[src/hdl/mpwm_params.svh]
// register offsets, field positions, reset values and timing counts of the motor pwm block
// assumes an 8-bit register port and a 40 MHz peripheral clock
`ifndef MPWM_PARAMS_SVH
`define MPWM_PARAMS_SVH

// ==========================================
// register offsets
`define MPWM_OFS_CMP0_LOW 4'h0
`define MPWM_OFS_CMP0_HIGH 4'h1
`define MPWM_OFS_DT_SETUP 4'h2
`define MPWM_OFS_PHASE_STATE 4'h3
`define MPWM_OFS_CTRL_B 4'h4
`define MPWM_OFS_PARITY 4'h5
`define MPWM_OFS_CTRL_A 4'h6
`define MPWM_OFS_REFERENCE 4'h7

// ==========================================
// reset values
`define MPWM_RST_CMP0_LOW 8'hFF
`define MPWM_RST_CMP0_HIGH 4'hF
`define MPWM_RST_DT_SETUP 8'hFF

// ==========================================
// field positions
`define MPWM_DT_PCN_BIT 7
`define MPWM_DT_DTE_BIT 6
`define MPWM_CB_CPB_BIT 7
`define MPWM_CB_HDM_BIT 6
`define MPWM_CB_SDM_BIT 5
`define MPWM_CB_OS2_BIT 4
`define MPWM_CB_OS0_BIT 0
`define MPWM_CA_MOE_BIT 7
`define MPWM_CA_CKE_BIT 5
`define MPWM_CA_DAC_BIT 4
`define MPWM_REF_HFE_HI 5
`define MPWM_REF_HFE_LO 4

// ==========================================
// timing
`define MPWM_CLK_MHZ 40
`define MPWM_DT_STEP_NS 125
`define MPWM_DT_STEP_CYC (((`MPWM_DT_STEP_NS) * (`MPWM_CLK_MHZ) + 999) / 1000)
`define MPWM_CHOP_KHZ_0 100
`define MPWM_CHOP_KHZ_1 200
`define MPWM_CHOP_KHZ_2 400
`define MPWM_CHOP_KHZ_3 500
`define MPWM_CHOP_KHZ_4 800
`define MPWM_CHOP_KHZ_5 1000
`define MPWM_CHOP_KHZ_6 1333
`define MPWM_CHOP_KHZ_7 2000
`define MPWM_HALF_CYC(khz) ((`MPWM_CLK_MHZ) * 500 / (khz))

`endif

[src/hdl/mpwm_pkg.sv]
// types shared by the motor pwm block
// assumes mpwm_params.svh for all numeric constants
package mpwm_pkg;

  typedef struct packed {
    logic compare_polarity_bit;
    logic hardware_demag_bit;
    logic simulated_demag_bit;
    logic os2;
  } mpwm_star_s;

  typedef struct packed {
    logic channel_count_select;
    logic dead_time_enable;
    logic [5:0] dead_time_value;
  } mpwm_dt_s;

  typedef struct packed {
    logic [5:0] phase_out;
    logic [5:0] out_en;
    mpwm_star_s star;
  } mpwm_shadow_s;

  typedef logic [9:0] mpwm_dtcnt_t;

endpackage

[src/hdl/mpwm_core.sv]
// motor pwm shadowing, write-once locking and dead-time generation
// assumes pwm inputs from an external counter, synchronous to CLOCK_I
//
// Local design decisions: the address map and the plain strobed port.
`timescale 1ns/1ps
`include "mpwm_params.svh"

// Function
// - compare zero low byte, reset FFh
// - byte pair moves at update event only
// - starred bits apply at commutation/phase write
// - write preload, read active value
// - phase, enable and starred preloads copied together
// - any write locks write-once bits
// - channel count selects U only or UVW
// - dead-time enable drives complementary switch
// - enable write-once while channel count set
// - no complement only when both clear
// - output selection needs clock and master enable
// - direct six-step without enable: plain pwm
// - paired complement, side chosen by select zero
// - chopper superimposed under enable and frequency
// - mode from phase, enable, select bits
// - disabled generator gives exact complements
// - six-bit write-once dead-time field
// - dead time 125ns to 16us
module mpwm_core
  import mpwm_pkg::*;
(
  input wire logic CLOCK_I,
  input wire logic RST_N_I,
  input wire logic [3:0] ADDR_I,
  input wire logic [7:0] WDATA_I,
  input wire logic WR_I,
  input wire logic RD_I,
  output logic [7:0] RDATA_O,
  input wire logic COMMUTATE_I,
  input wire logic UPDATE_I,
  input wire logic [2:0] PWM_I,
  output logic [5:0] MOTOR_OUT_O,
  output logic [11:0] CMP0_ACTIVE_O
);

  // ==========================================
  // register state
  logic [7:0] cmp0_low_pre_q;
  logic [3:0] cmp0_high_pre_q;
  logic [7:0] cmp0_low_q;
  logic [3:0] cmp0_high_q;
  logic low_written_q;
  logic high_written_q;
  mpwm_dt_s dt_q;
  logic dt_lock_q;
  mpwm_shadow_s pre_q;
  mpwm_shadow_s act_q;
  logic os0_q;
  logic moe_q;
  logic cke_q;
  logic dac_q;
  logic [1:0] hfe_q;
  logic [2:0] chopper_frequency_q;
  logic [7:0] rdata_q;

  logic wr_low;
  logic wr_high;
  logic wr_dt;
  logic wr_phase;
  logic load_shadow;

  assign wr_low = WR_I && (ADDR_I == `MPWM_OFS_CMP0_LOW);
  assign wr_high = WR_I && (ADDR_I == `MPWM_OFS_CMP0_HIGH);
  assign wr_dt = WR_I && (ADDR_I == `MPWM_OFS_DT_SETUP);
  assign wr_phase = WR_I && (ADDR_I == `MPWM_OFS_PHASE_STATE);
  // in direct access the phase write itself is the load event
  assign load_shadow = dac_q ? wr_phase : COMMUTATE_I;

  // ==========================================
  // compare zero preload pair
  always_ff @(posedge CLOCK_I) begin
    if (!RST_N_I) begin
      cmp0_low_pre_q <= `MPWM_RST_CMP0_LOW;
      cmp0_high_pre_q <= `MPWM_RST_CMP0_HIGH;
      cmp0_low_q <= `MPWM_RST_CMP0_LOW;
      cmp0_high_q <= `MPWM_RST_CMP0_HIGH;
      low_written_q <= 1'b0;
      high_written_q <= 1'b0;
    end else begin
      if (wr_low) begin
        cmp0_low_pre_q <= WDATA_I;
      end
      if (wr_high) begin
        cmp0_high_pre_q <= WDATA_I[3:0];
      end
      // a half-written pair is held back; a write in the update cycle stays pending for the next update
      if (UPDATE_I && low_written_q && high_written_q) begin
        cmp0_low_q <= cmp0_low_pre_q;
        cmp0_high_q <= cmp0_high_pre_q;
        low_written_q <= wr_low;
        high_written_q <= wr_high;
      end else begin
        low_written_q <= low_written_q | wr_low;
        high_written_q <= high_written_q | wr_high;
      end
    end
  end

  // ==========================================
  // dead-time setup with write-once locking
  always_ff @(posedge CLOCK_I) begin
    if (!RST_N_I) begin
      dt_q <= `MPWM_RST_DT_SETUP;
      dt_lock_q <= 1'b0;
    end else if (wr_dt) begin
      // the port cannot tell a bit access from a byte write, so any write locks
      dt_lock_q <= 1'b1;
      dt_q.channel_count_select <= WDATA_I[`MPWM_DT_PCN_BIT];
      if (!dt_lock_q || !dt_q.channel_count_select) begin
        dt_q.dead_time_enable <= WDATA_I[`MPWM_DT_DTE_BIT];
      end
      if (!dt_lock_q) begin
        dt_q.dead_time_value <= WDATA_I[5:0];
      end
    end
  end

  // ==========================================
  // shadowed phase state, output enables and starred control bits
  always_ff @(posedge CLOCK_I) begin
    if (!RST_N_I) begin
      pre_q <= '0;
      act_q <= '0;
    end else begin
      if (wr_phase) begin
        pre_q.phase_out <= WDATA_I[5:0];
      end
      if (WR_I && ADDR_I == `MPWM_OFS_PARITY) begin
        pre_q.out_en <= WDATA_I[5:0];
      end
      if (WR_I && ADDR_I == `MPWM_OFS_CTRL_B) begin
        pre_q.star <= {WDATA_I[`MPWM_CB_CPB_BIT], WDATA_I[`MPWM_CB_HDM_BIT],
                       WDATA_I[`MPWM_CB_SDM_BIT], WDATA_I[`MPWM_CB_OS2_BIT]};
      end
      if (load_shadow) begin
        // the phase byte written in this cycle is the one that goes live
        act_q <= pre_q;
        if (wr_phase) begin
          act_q.phase_out <= WDATA_I[5:0];
        end
      end
    end
  end

  // ==========================================
  // unshadowed control
  always_ff @(posedge CLOCK_I) begin
    if (!RST_N_I) begin
      os0_q <= 1'b0;
      moe_q <= 1'b0;
      cke_q <= 1'b0;
      dac_q <= 1'b0;
      hfe_q <= 2'h0;
      chopper_frequency_q <= 3'h0;
    end else begin
      if (WR_I && ADDR_I == `MPWM_OFS_CTRL_B) begin
        os0_q <= WDATA_I[`MPWM_CB_OS0_BIT];
      end
      if (WR_I && ADDR_I == `MPWM_OFS_CTRL_A) begin
        moe_q <= WDATA_I[`MPWM_CA_MOE_BIT];
        cke_q <= WDATA_I[`MPWM_CA_CKE_BIT];
        dac_q <= WDATA_I[`MPWM_CA_DAC_BIT];
      end
      if (WR_I && ADDR_I == `MPWM_OFS_REFERENCE) begin
        hfe_q <= WDATA_I[`MPWM_REF_HFE_HI:`MPWM_REF_HFE_LO];
        chopper_frequency_q <= WDATA_I[2:0];
      end
    end
  end

  // ==========================================
  // read port: preloaded addresses return the active copy
  always_ff @(posedge CLOCK_I) begin
    if (!RST_N_I) begin
      rdata_q <= 8'h00;
    end else if (RD_I) begin
      case (ADDR_I)
        `MPWM_OFS_CMP0_LOW: rdata_q <= cmp0_low_q;
        `MPWM_OFS_CMP0_HIGH: rdata_q <= {4'h0, cmp0_high_q};
        `MPWM_OFS_DT_SETUP: rdata_q <= dt_q;
        `MPWM_OFS_PHASE_STATE: rdata_q <= {2'h0, act_q.phase_out};
        `MPWM_OFS_PARITY: rdata_q <= {2'h0, act_q.out_en};
        `MPWM_OFS_CTRL_B: rdata_q <= {act_q.star, 3'h0, os0_q};
        `MPWM_OFS_CTRL_A: rdata_q <= {moe_q, 1'b0, cke_q, dac_q, 4'h0};
        `MPWM_OFS_REFERENCE: rdata_q <= {2'h0, hfe_q, 1'b0, chopper_frequency_q};
        default: rdata_q <= 8'h00;
      endcase
    end else begin
      rdata_q <= 8'h00;
    end
  end

  // ==========================================
  // dead-time length: 0nnnnn (n+1) steps, 10nnnn (n+17)x2, 11nnnn (n+17)x4 of 125 ns
  logic [7:0] dt_units;
  mpwm_dtcnt_t dt_cycles;
  always_comb begin
    if (!dt_q.dead_time_value[5]) begin
      dt_units = {3'h0, dt_q.dead_time_value[4:0]} + 8'h01;
    end else if (!dt_q.dead_time_value[4]) begin
      dt_units = {3'h0, 1'b1, dt_q.dead_time_value[3:0]} + 8'h01;
      dt_units = {dt_units[6:0], 1'b0};
    end else begin
      dt_units = {3'h0, 1'b1, dt_q.dead_time_value[3:0]} + 8'h01;
      dt_units = {dt_units[5:0], 2'h0};
    end
    dt_cycles = 10'(dt_units * `MPWM_DT_STEP_CYC);
  end

  // ==========================================
  // chopper: 50 % square wave at the selected frequency
  // the counter restarts while chopping is off, so the first half period is whole
  logic [7:0] chop_half;
  logic [7:0] chop_cnt_q;
  logic chop_q;
  always_comb begin
    case (chopper_frequency_q)
      3'h0: chop_half = 8'(`MPWM_HALF_CYC(`MPWM_CHOP_KHZ_0));
      3'h1: chop_half = 8'(`MPWM_HALF_CYC(`MPWM_CHOP_KHZ_1));
      3'h2: chop_half = 8'(`MPWM_HALF_CYC(`MPWM_CHOP_KHZ_2));
      3'h3: chop_half = 8'(`MPWM_HALF_CYC(`MPWM_CHOP_KHZ_3));
      3'h4: chop_half = 8'(`MPWM_HALF_CYC(`MPWM_CHOP_KHZ_4));
      3'h5: chop_half = 8'(`MPWM_HALF_CYC(`MPWM_CHOP_KHZ_5));
      3'h6: chop_half = 8'(`MPWM_HALF_CYC(`MPWM_CHOP_KHZ_6));
      default: chop_half = 8'(`MPWM_HALF_CYC(`MPWM_CHOP_KHZ_7));
    endcase
  end

  always_ff @(posedge CLOCK_I) begin
    if (!RST_N_I) begin
      chop_cnt_q <= 8'h00;
      chop_q <= 1'b0;
    end else if (hfe_q == 2'h0) begin
      chop_cnt_q <= 8'h00;
      chop_q <= 1'b0;
    end else if (chop_cnt_q >= chop_half - 8'h01) begin
      chop_cnt_q <= 8'h00;
      chop_q <= ~chop_q;
    end else begin
      chop_cnt_q <= chop_cnt_q + 8'h01;
    end
  end

  // ==========================================
  // per-phase source select and dead-time insertion
  logic comp_mode;
  logic out_live;
  logic [5:0] chan_d;
  logic [5:0] out_q;
  // complement is missing only with both bits clear, whatever the access mode
  assign comp_mode = dt_q.channel_count_select | dt_q.dead_time_enable;
  assign out_live = cke_q & moe_q;

  genvar ph;
  generate
    for (ph = 0; ph < 3; ph++) begin : g_phase
      logic src;
      logic src_q;
      logic hi_q;
      logic lo_q;
      mpwm_dtcnt_t cnt_q;
      logic pair_on;
      logic side_hi;
      logic side_lo;
      logic plain_hi;
      logic plain_lo;

      assign src = dt_q.channel_count_select ? PWM_I[ph] : PWM_I[0];

      // an edge inside the dead time restarts the count, so short pulses never pass
      always_ff @(posedge CLOCK_I) begin
        if (!RST_N_I) begin
          src_q <= 1'b0;
          hi_q <= 1'b0;
          lo_q <= 1'b1;
          cnt_q <= '0;
        end else begin
          src_q <= src;
          if (!dt_q.dead_time_enable) begin
            // zero dead time: exact complements, external dead time assumed
            hi_q <= src;
            lo_q <= ~src;
            cnt_q <= '0;
          end else if (src != src_q) begin
            hi_q <= 1'b0;
            lo_q <= 1'b0;
            cnt_q <= dt_cycles;
          end else if (cnt_q > 10'd1) begin
            cnt_q <= cnt_q - 10'd1;
          end else begin
            hi_q <= src_q;
            lo_q <= ~src_q;
            cnt_q <= '0;
          end
        end
      end

      // paired mode: pwm side chosen by select zero, other side its complement
      assign pair_on = act_q.phase_out[2*ph] | act_q.phase_out[2*ph+1];
      assign side_hi = pair_on & (os0_q ? lo_q : hi_q);
      assign side_lo = pair_on & (os0_q ? hi_q : lo_q);
      // plain mode: enabled channels carry pwm on the side picked by select two
      assign plain_hi = act_q.phase_out[2*ph] &
                        ((act_q.out_en[2*ph] && !act_q.star.os2) ? src : 1'b1);
      assign plain_lo = act_q.phase_out[2*ph+1] &
                        ((act_q.out_en[2*ph+1] && act_q.star.os2) ? src : 1'b1);

      always_comb begin
        if (comp_mode) begin
          chan_d[2*ph] = side_hi & (hfe_q[1] ? chop_q : 1'b1);
          chan_d[2*ph+1] = side_lo & (hfe_q[0] ? chop_q : 1'b1);
        end else begin
          chan_d[2*ph] = plain_hi & (hfe_q[1] ? chop_q : 1'b1);
          chan_d[2*ph+1] = plain_lo & (hfe_q[0] ? chop_q : 1'b1);
        end
      end
    end
  endgenerate

  always_ff @(posedge CLOCK_I) begin
    if (!RST_N_I) begin
      out_q <= 6'h00;
    end else begin
      out_q <= out_live ? chan_d : 6'h00;
    end
  end

  assign MOTOR_OUT_O = out_q;
  assign RDATA_O = rdata_q;
  assign CMP0_ACTIVE_O = {cmp0_high_q, cmp0_low_q};

endmodule // mpwm_core

[config.mk]
export PLATFORM = sky130hd
export DESIGN_NAME = mpwm_core
export DESIGN_NICKNAME = d
export VERILOG_FILES = /design/src/hdl/mpwm_pkg.sv /design/src/hdl/mpwm_core.sv
export VERILOG_INCLUDE_DIRS = /design/src /design/src/hdl
export SDC_FILE = /design/constraint.sdc
export NUM_CORES = 1
export LEC_CHECK = 0
export ABC_AREA = 1
export ABC_CLOCK_PERIOD_IN_PS = 3560
export CAP_MARGIN = 10
export CORE_ASPECT_RATIO = 0.75
export CORE_MARGIN = 5
export CORE_UTILIZATION = 40
export DETAILED_ROUTE_END_ITERATION = 7
export DONT_BUFFER_PORTS = 1
export PLACE_DENSITY_LB_ADDON = 0.08
export SLEW_MARGIN = 20
export SYNTH_ARGS = -nofsm -noshare
export SYNTH_HDL_FRONTEND = slang
export SYNTH_SLANG_ARGS = --single-unit
[constraint.sdc]
create_clock -name CLOCK_I -period 3.56 [get_ports CLOCK_I]
set_input_delay 0.712 -clock CLOCK_I [delete_from_list [all_inputs] [get_ports CLOCK_I]]
set_output_delay 0.712 -clock CLOCK_I [all_outputs]
set_load 0.01 [all_outputs]
==> metrics, run 1 <==
status finished clean; reg2reg setup slack 0.66 ns; Worst Path Required 3.87 ns; Async S/R FF share, synth 0; CTS Root Cell clkbuf_16; Post-Place Cells 1224; Worst setup SP type flop; Die ar. 0.0205 mm^2; FILL cells 1775; maximum buffer depth of the clock tree 2; core area 0.0175 mm^2; final worst path period need 2.90 ns; crit path DAT 3.21 ns; Seq cells post-synth 138; post-route clock skew 0.0103 ns; P per Cell Area 546 mW/mm^2; Synth area leaders dfxtp_1 39%, nand2_1 12%, a21oi_1 6.7%, nand3_1 6.4%, ha_1 6.2%; average size of a mapped cell 7.01 um^2; final setup fails 0; Via density 5.00; final WL 19400 um; synth cell count leaders 221 x nand2_1, 138 x dfxtp_1, 112 x inv_1; share of the synthesized area in the top cell type 0.391; CTS tree done; antenna violations before repair 0; Worst R2R Start dt_q[0]; DR iter-0 viols 505; CTS resizes 0; chip width 164 um; Tot GR Track Use 0.198; multi-input logic area 0.00371 mm^2; Lkg Pwr 3.64 nW; number of remaining DRC errors 0; number of flops mapped to enable cells by yosys 0; RSZ-0062 raised after global routing no; crit end category flop; number of diodes 0; global route overflow 0; Site Rows 42; Final period util 0.815; clock latency on the worst-skew pair 0.43 ns; top-count cell post-synth nand2_1; Chip Height 125 um; Main synth FF type dfxtp_1; DP HPWL 14000 um; Hold WC Path Type in -> reg; area leader, netlist dfxtp_1; # Post-CTS Setup Buffers 0; Crit Path Class reg -> reg; H-tree depth 4; unique cell type count in the Yosys netlist 44; vias post-DR 6277; layout cells sized above 1 0.0759; Worst slew margin 0.448; register area share after synthesis 0.391; clock sinks 138; largest net degree at the start of global routing 51; synthesized instance count 1008; Non-Filler Instances 1256; Hold Path End g_phase[0].src_q; area growth from synthesis to layout 10.7%; number of global-route vias before repair 5738; DP Worst Slack 0.685 ns; R2R depth 16; Max Fclk 0.345 GHz; Reg area 0.00276 mm^2; Clock transition at path regs 0.06 ns; Final TNS setup 0 ns; GPL Wtd Cong 0.852; NumNets Final 1058; r2r endpoint g_phase[1].cnt_q[9]; Hold Crit Start PWM_I[0]; post-route ant nets 0; peak supply drop 0.000216 V; Pins Over Slew Limit 0; hold depth 2; Max-Cap Viols 0; worst slew pin tran 0.827 ns; first-pass GRT wire length 31700 um; final hold viol count 0; Initial Util 0.404; setup ws final 0.660 ns; yosys warns 0; Post-Synthesis Cell Area 0.00707 mm^2; Synth Net Count 1065; critical path peak fanout 8; Post-CTS Hold Fix Bufs 0; top-level port count 47; TritonCTS buffer count 17; PortBufs 0; DR WL/cell 15.4 um; TritonRoute pass-1 iters 6
[layout by cell type (no fill, tap or decap), types with 2 or more instances in the layout]
| cell | instances |
|---|---|
| clkinv_4 | 4 |
| o21ai_2 | 5 |
| nor2_2 | 4 |
| clkbuf_16 | 17 |
| nor2_4 | 3 |
| inv_2 | 8 |
| inv_1 | 112 |
| xnor2_1 | 4 |
| o2111ai_1 | 2 |
| o211ai_1 | 4 |
| a21oi_2 | 4 |
| nand4_1 | 7 |
| o21a_1 | 4 |
| nor2_1 | 103 |
| o21ai_1 | 12 |
| nor3_1 | 9 |
| dfxtp_1 | 138 |
| or2_2 | 7 |
| nand2_4 | 2 |
| nand2_1 | 221 |
| inv_8 | 2 |
| a21oi_1 | 95 |
| ha_1 | 35 |
| inv_6 | 5 |
| xor2_1 | 7 |
| o22ai_1 | 11 |
| nand2_2 | 7 |
| o21ai_0 | 72 |
| clkinv_2 | 2 |
| nand3_1 | 90 |
[how the worst max path moves through the flow]
stage / slack (ns) / startpoint / to / cells after the start
floorplan: 1.01 / dt_q[0] / g_phase[1].cnt_q[9] / 16
global placement: 0.76 / dt_q[0] / g_phase[1].cnt_q[9] / 16
detailed placement: 0.68 / dt_q[0] / g_phase[1].cnt_q[9] / 16
CTS: 0.66 / dt_q[0] / g_phase[1].cnt_q[9] / 16
global route: 0.37 / dt_q[0] / g_phase[0].cnt_q[9] / 17
finish: 0.66 / dt_q[0] / g_phase[1].cnt_q[9] / 16
[critical path: stages (launching register included)]
cell and delay, ns:
dfxtp_1 0.48, ha_1 0.31, a21oi_1 0.14, o21ai_0 0.10, o21ai_0 0.09, inv_1 0.08
ha_1 0.30, ha_1 0.23, fa_1 0.42, nand2_1 0.08, nand2_1 0.08, nand3_1 0.09
nand3_1 0.08, nand2_1 0.13, nand2_1 0.07, nand2_1 0.07, nor2_1 0.04
[power breakdown]
part / internal (mW) / switching [mW]
clock: 0.989 / 0.775
sequential: 1.65 / 0.0789
combinational: 0.275 / 0.511
total: 2.91 / 1.36
[metal layers]
| layer | vias to the layer above | GRT usage | routed length, um |
|---|---|---|---|
| met5 | - | 0 | 0 |
| met4 | 0 | 0.0508 | 174 |
| met3 | 17 | 0.0576 | 1280 |
| met2 | 149 | 0.252 | 7140 |
| met1 | 2818 | 0.317 | 10800 |
| li1 | 3293 | - | - |
[area by class of cell]
cell class	instances	share of cell area
multi-input combinational	721	0.474
sequential	138	0.353
clock buffer	17	0.0544
tap	242	0.0387
clock inverter	15	0.0205
inverter	122	0.0587
timing repair buffer	1	0.000959
[kinds of logic (layout without fill, tap and decap cells)]
family / count (synthesis) / count (layout) / synth area share
AND/OR/NAND/NOR: 457 / 457 / 0.277
AO/OA/AOI/OAI: 217 / 217 / 0.170
buffers and inverters: 149 / 155 / 0.0846
flip-flops: 138 / 138 / 0.391
adder cells (fa/ha/maj): 36 / 36 / 0.0648
XOR/XNOR: 11 / 11 / 0.0136
[per-stage QoR]
step | instance area [um^2] | hold WS [ns] | util | total power [mW]
3_5_place_dp | 7240 | 0.443 | 0.414 | 2.54
3_3_place_gp | 7240 | 0.443 | 0.414 | 2.54
4_1_cts | 7830 | 0.354 | 0.447 | 4.31
5_1_grt | 7830 | 0.361 | 0.447 | 4.53
2_1_floorplan | 7070 | 0.429 | - | 2.38
6_report | 7830 | 0.376 | 0.447 | 4.28
[state kept, by name, summed over array words and instances (netlist names), 2 cells and up]
signal               cells
MOTOR_OUT_O              6
RDATA_O                  8
act_q                   16
chop_cnt_q               8
chopper_frequency_q      3
cmp0_high_pre_q          4
cmp0_high_q              4
cmp0_low_pre_q           8
cmp0_low_q               8
dt_q                     8
g_phase.cnt_q           30
g_phase.hi_q             3
g_phase.lo_q             3
g_phase.src_q            3
hfe_q                    2
pre_q                   16
Note: power is estimated with default switching activity, not from simulation.
==> inputs of run 2 (changes only) <==
ABC_CLOCK_PERIOD_IN_PS = 2450   (was 3560)
clock period = 2.45 ns   (was 3.56 ns; I/O delays follow)
==> run 2 against run 1 <==
  * Critical path type unchanged
  * Sequential share of layout area fell by 2.0 points
  * First-iteration DRC count rose by 31%
  * The run now ends with negative setup slack left
  * Final cell count rose by 2.6%
  * Power rose by 48%
==> metrics, run 2 (synthesis results as in run 1) <==
crit path DAT 2.79 ns; failing checks negative setup slack; final WL 20100 um; status finished, violations left; Worst Path Required 2.76 ns; top-level port count 47; Lkg Pwr 3.80 nW; Pins Over Slew Limit 0; Final period util 1.01; worst slew pin tran 0.638 ns; area growth from synthesis to layout 17.6%; Max Fclk 0.403 GHz; vias post-DR 6503; FILL cells 1786; chip width 164 um; Worst setup SP type flop; RSZ-0062 raised after global routing yes; Hold WC Path Type in -> reg; met2 WL 7700 um; Die ar. 0.0205 mm^2; DR WL/cell 15.6 um; fin util 0.475; setup ws final -0.0315 ns; peak supply drop 0.000383 V; commonest non-fill, non-tap cell in the layout nand2_1; NumNets Final 1091; PortBufs 0; Pint 4.31 mW; P per Cell Area 761 mW/mm^2; TritonRoute pass-1 iters 6; Site Rows 42; Via density 5.04; Non-Filler Instances 1289; Logic pwr share 0.197; Post-Place Cells 1253; Seq pwr share 0.396; DR iter-0 viols 662; commonest non-fill, non-tap cells in the layout 212 x nand2_1, 135 x dfxtp_1, 109 x inv_1, 102 x nor2_1, 94 x a21oi_1; antenna violations before repair 0; Post-CTS Hold Fix Bufs 0; Regs by FF count g_phase.cnt_q: 30 flops, act_q: 16 flops, pre_q: 16 flops; number of remaining DRC errors 0; largest net degree at the start of global routing 51; reg2reg setup slack -0.03 ns; DP HPWL 14200 um; crit end category flop; clock group share of total power 0.407; Max-Cap Viols 0; CTS tree done; global route overflow 0; TritonCTS buffer count 17; final setup fails 4; post-route clock skew 0.00795 ns; met3 WL 1260 um; CTS Root Cell clkbuf_16; Top Metal Used met4; maximum buffer depth of the clock tree 2; Tot GR Track Use 0.200; critical path peak fanout 3; max reg flops 30; met1 wire length 11000 um; switching share of power 0.320; number of global-route vias before repair 5817; Initial Util 0.404; Net Sw Power 2.02 mW; Crit Path Class reg -> reg; clock sinks 138; Clock transition at path regs 0.06 ns; first-pass GRT wire length 32200 um; Top reg by flops g_phase.cnt_q; clock latency on the worst-skew pair 0.43 ns; GPL Wtd Cong 0.821; core area 0.0175 mm^2; Worst slew margin 0.574; layout cells sized above 1 0.142; final worst path period need 2.48 ns; post-route ant nets 0; number of diodes 0; final hold viol count 0; H-tree depth 4; Chip Height 125 um
==> run 2: cell count changes in the layout (fill, tap and decap cells not counted), sizes merged <==
| cell | previous run | this run |
|---|---|---|
| buf | 1 | 34 |
| inv | 127 | 129 |
| clkinv | 8 | 6 |
==> run 2: path summary, 6_finish.rpt <==
check                                            to  depth (start not counted)     start
worst max-delay path            g_phase[2].cnt_q[7]                         16   dt_q[0]
worst min-delay path               g_phase[0].src_q                          2  PWM_I[0]
worst max register to register  g_phase[2].cnt_q[7]                         16   dt_q[0]
worst min register to register             pre_q[4]                          2  pre_q[4]
==> run 2: power by group through the flow <==
stage,sequential (mW),combinational [mW],clock (mW)
after floorplan,2.52,0.931,0
after global placement,2.56,1.17,0
after detailed placement,2.55,1.17,0
after CTS,2.50,1.19,2.62
after global routing,2.52,1.43,2.71
final,2.51,1.25,2.58
==> run 2: stage by stage <==
| step | setup WS, ns | TNS (ns) | power, mW | hold slack, ns | cell area, um^2 |
|---|---|---|---|---|---|
| 2_1_floorplan | 0.00162 | 0 | 3.45 | 0.429 | 7070 |
| 3_3_place_gp | -0.143 | -1.05 | 3.73 | 0.441 | 7460 |
| 3_5_place_dp | -0.148 | -1.21 | 3.73 | 0.444 | 7460 |
| 4_1_cts | 0.000724 | 0 | 6.32 | 0.141 | 8100 |
| 5_1_grt | -0.255 | -1.81 | 6.67 | 0.144 | 8310 |
| 6_report | -0.0315 | -0.0676 | 6.33 | 0.155 | 8310 |
==> run 2: final cells by class <==
| class | instances | area [um^2] | area share |
|---|---|---|---|
| inverters | 122 | 459 | 0.0552 |
| flip-flops and latches | 138 | 2770 | 0.333 |
| well taps | 242 | 303 | 0.0364 |
| multi-input cells | 721 | 3930 | 0.473 |
| repair buffers | 34 | 267 | 0.0321 |
| clock inverters | 15 | 155 | 0.0187 |
| clock buffers | 17 | 425 | 0.0512 |
==> run 2: metal layers <==
| metal | global-route usage | vias up |
|---|---|---|
| met4 | 0.0488 | 0 |
| li1 | - | 3360 |
| met3 | 0.0510 | 16 |
| met2 | 0.254 | 131 |
| met5 | 0 | - |
| met1 | 0.326 | 2996 |
==> run 2: worst max-delay path, cell delays in order, from the launching register on <==
cell	delay [ns]
dfxtp_4	0.37
buf_6	0.10
nand4_1	0.13
nand2_1	0.12
inv_2	0.06
o21ai_2	0.15
inv_2	0.07
ha_4	0.24
ha_4	0.16
fa_2	0.41
nand2_2	0.07
nand2_2	0.06
nand2_1	0.11
or2_4	0.14
nand3_1	0.06
nand2_1	0.07
a21oi_1	0.05
==> run 2: timing repair <==
action / in CTS / in global routing
pin swaps: 6 / 21
resized for setup: 16 / 37
setup endpoints to repair: 18 / 18
setup buffers: 0 / 4
==> inputs of run 3 (changes only) <==
RECOVER_POWER = 25   (was default)
==> run 3 against run 2 <==
  * The flow still finishes with violations (negative setup slack)
  * First-iteration DRC count rose by 0.45%
  * Count of clock-buffer cells in the layout unchanged
  * Core utilization shrank 0.29 points
  * Combinational power about the same
  * Final cell count unchanged
  * Non-clock buffer count stayed put
==> metrics, run 3 (synthesis results as in run 1) <==
status finished, violations left; failing checks negative setup slack; RSZ-0062 raised after global routing yes; NumNets Final 1091; P per Cell Area 765 mW/mm^2; Hold Crit Start PWM_I[0]; post-route clock skew 0.00755 ns; FILL cells 1798; final WL 20100 um; PortBufs 0; reg2reg setup slack -0.03 ns; Hold Path End g_phase[0].src_q; clock latency on the worst-skew pair 0.43 ns; number of global-route vias before repair 5817; Pins Over Slew Limit 0; Worst path slowest cell fa_2; number of remaining DRC errors 0; Max-Cap Viols 0; DR iter-0 viols 665; Worst slew margin 0.572; Clock transition at path regs 0.06 ns; Cell Chain, Critical Path buf_6 > nand4_1 > nand2_1 > inv_2 > o21ai_2 > inv_2 > ha_4 > ha_4 > fa_2 > nand2_2 > nand2_2 > nand2_1 > or2_4 > nand3_1 > nand2_1 > a21oi_1; core area 0.0175 mm^2; Regs by FF count g_phase.cnt_q: 30 flops, act_q: 16 flops, pre_q: 16 flops; Site Rows 42; design area 0.00826 mm^2; final worst path period need 2.48 ns; Final period util 1.01; peak supply drop 0.000384 V; Crit. Startpoint dt_q[0]; Top reg by flops g_phase.cnt_q; slowest stage delay, CP 0.41 ns; Tot GR Track Use 0.200; Post-Place Cells 1253; Die ar. 0.0205 mm^2; final hold viol count 0; area growth from synthesis to layout 16.9%; Worst setup SP type flop; max reg flops 30; clock sinks 138; hold depth 2; global route overflow 0; Reg area 0.00277 mm^2; Final TNS setup -0.0634 ns; largest net degree at the start of global routing 51; post-route ant nets 0; antenna violations before repair 0; final setup fails 4; Worst R2R Start dt_q[0]; Worst Path Required 2.76 ns; crit end category flop; Post-CTS Hold Fix Bufs 0; critical path peak fanout 3; Non-Filler Instances 1289; Initial Util 0.404; total power 6.32 mW; number of diodes 0; Crit Path Class reg -> reg; r2r endpoint g_phase[2].cnt_q[7]; multi-input logic area 0.00389 mm^2; worst slew pin tran 0.639 ns; Hold WC Path Type in -> reg; commonest non-fill, non-tap cells in the layout 215 x nand2_1, 135 x dfxtp_1, 112 x inv_1, 106 x nor2_1, 94 x a21oi_1; vias post-DR 6511; top-level port count 47; Fin Hold WS 0.155 ns; maximum buffer depth of the clock tree 2; Lkg Pwr 3.78 nW; setup ws final -0.0311 ns; crit path DAT 2.79 ns; GPL Wtd Cong 0.821; Crit path max-delay family adder cells; TritonRoute pass-1 iters 5; CTS Root Cell clkbuf_16; H-tree depth 4; most frequent CP cell nand2_1; layout cells sized above 1 0.128; commonest non-fill, non-tap cell in the layout nand2_1; Via density 5.05; CP bufs+invs 3; Chip Height 125 um; chip width 164 um; DP HPWL 14200 um; TritonCTS buffer count 17; first-pass GRT wire length 32200 um; Placed Area 0.00746 mm^2; Max Fclk 0.403 GHz; DR WL/cell 15.6 um; CTS tree done; R2R depth 16
run 3: power breakdown:
group,internal (mW),switching [mW],leakage [nW]
Combinational,0.473,0.767,2.37
Sequential,2.39,0.114,1.13
Clock,1.44,1.14,0.285
run 3: routing by layer:
metal  up-vias  GRT usage  share of wire
met5         -          0              0
met4         0     0.0488         0.0083
met3        16     0.0510          0.063
met2       153      0.254           0.39
met1      2979      0.326           0.54
li1       3363          -              -
run 3: worst reg2reg max path, delay by kind of cell, from the launching register on:
kind / cells / cell delay [ns]
buffers and inverters: 3 / 0.23
adder cells (fa/ha/maj): 3 / 0.81
AND/OR/NAND/NOR: 8 / 0.76
flip-flops: 1 / 0.37
AO/OA/AOI/OAI: 2 / 0.20
run 3: how the worst max path moves through the flow:
| stage | to | slack (ns) | cells after the start |
|---|---|---|---|
| after floorplan | g_phase[1].cnt_q[9] | 0.002 | 16 |
| after global placement | g_phase[2].cnt_q[9] | -0.14 | 16 |
| after detailed placement | g_phase[2].cnt_q[9] | -0.15 | 16 |
| after CTS | g_phase[2].cnt_q[9] | 0.0007 | 16 |
| after global routing | g_phase[2].cnt_q[9] | -0.26 | 16 |
| final | g_phase[2].cnt_q[7] | -0.03 | 16 |
run 3: area by class of cell:
cell class,count,area share
clock buffers,17,0.0515
repair buffers,34,0.0318
inverters,122,0.0556
multi-input cells,721,0.470
flip-flops and latches,138,0.335
well taps,242,0.0366
clock inverters,15,0.0188
run 3: through the flow:
| step | worst slack, ns | utilization |
|---|---|---|
| final | -0.0311 | 0.472 |
| after global routing | -0.255 | 0.472 |
| after CTS | 0.000724 | 0.463 |
| after detailed placement | -0.148 | 0.426 |
| after global placement | -0.143 | 0.426 |
| after floorplan | 0.00162 | - |
run 3: repair_timing:
action,in CTS,in global routing
gates resized for setup,16,37
pin swaps,6,21
setup endpoints to repair,18,18
buffers inserted,0,4
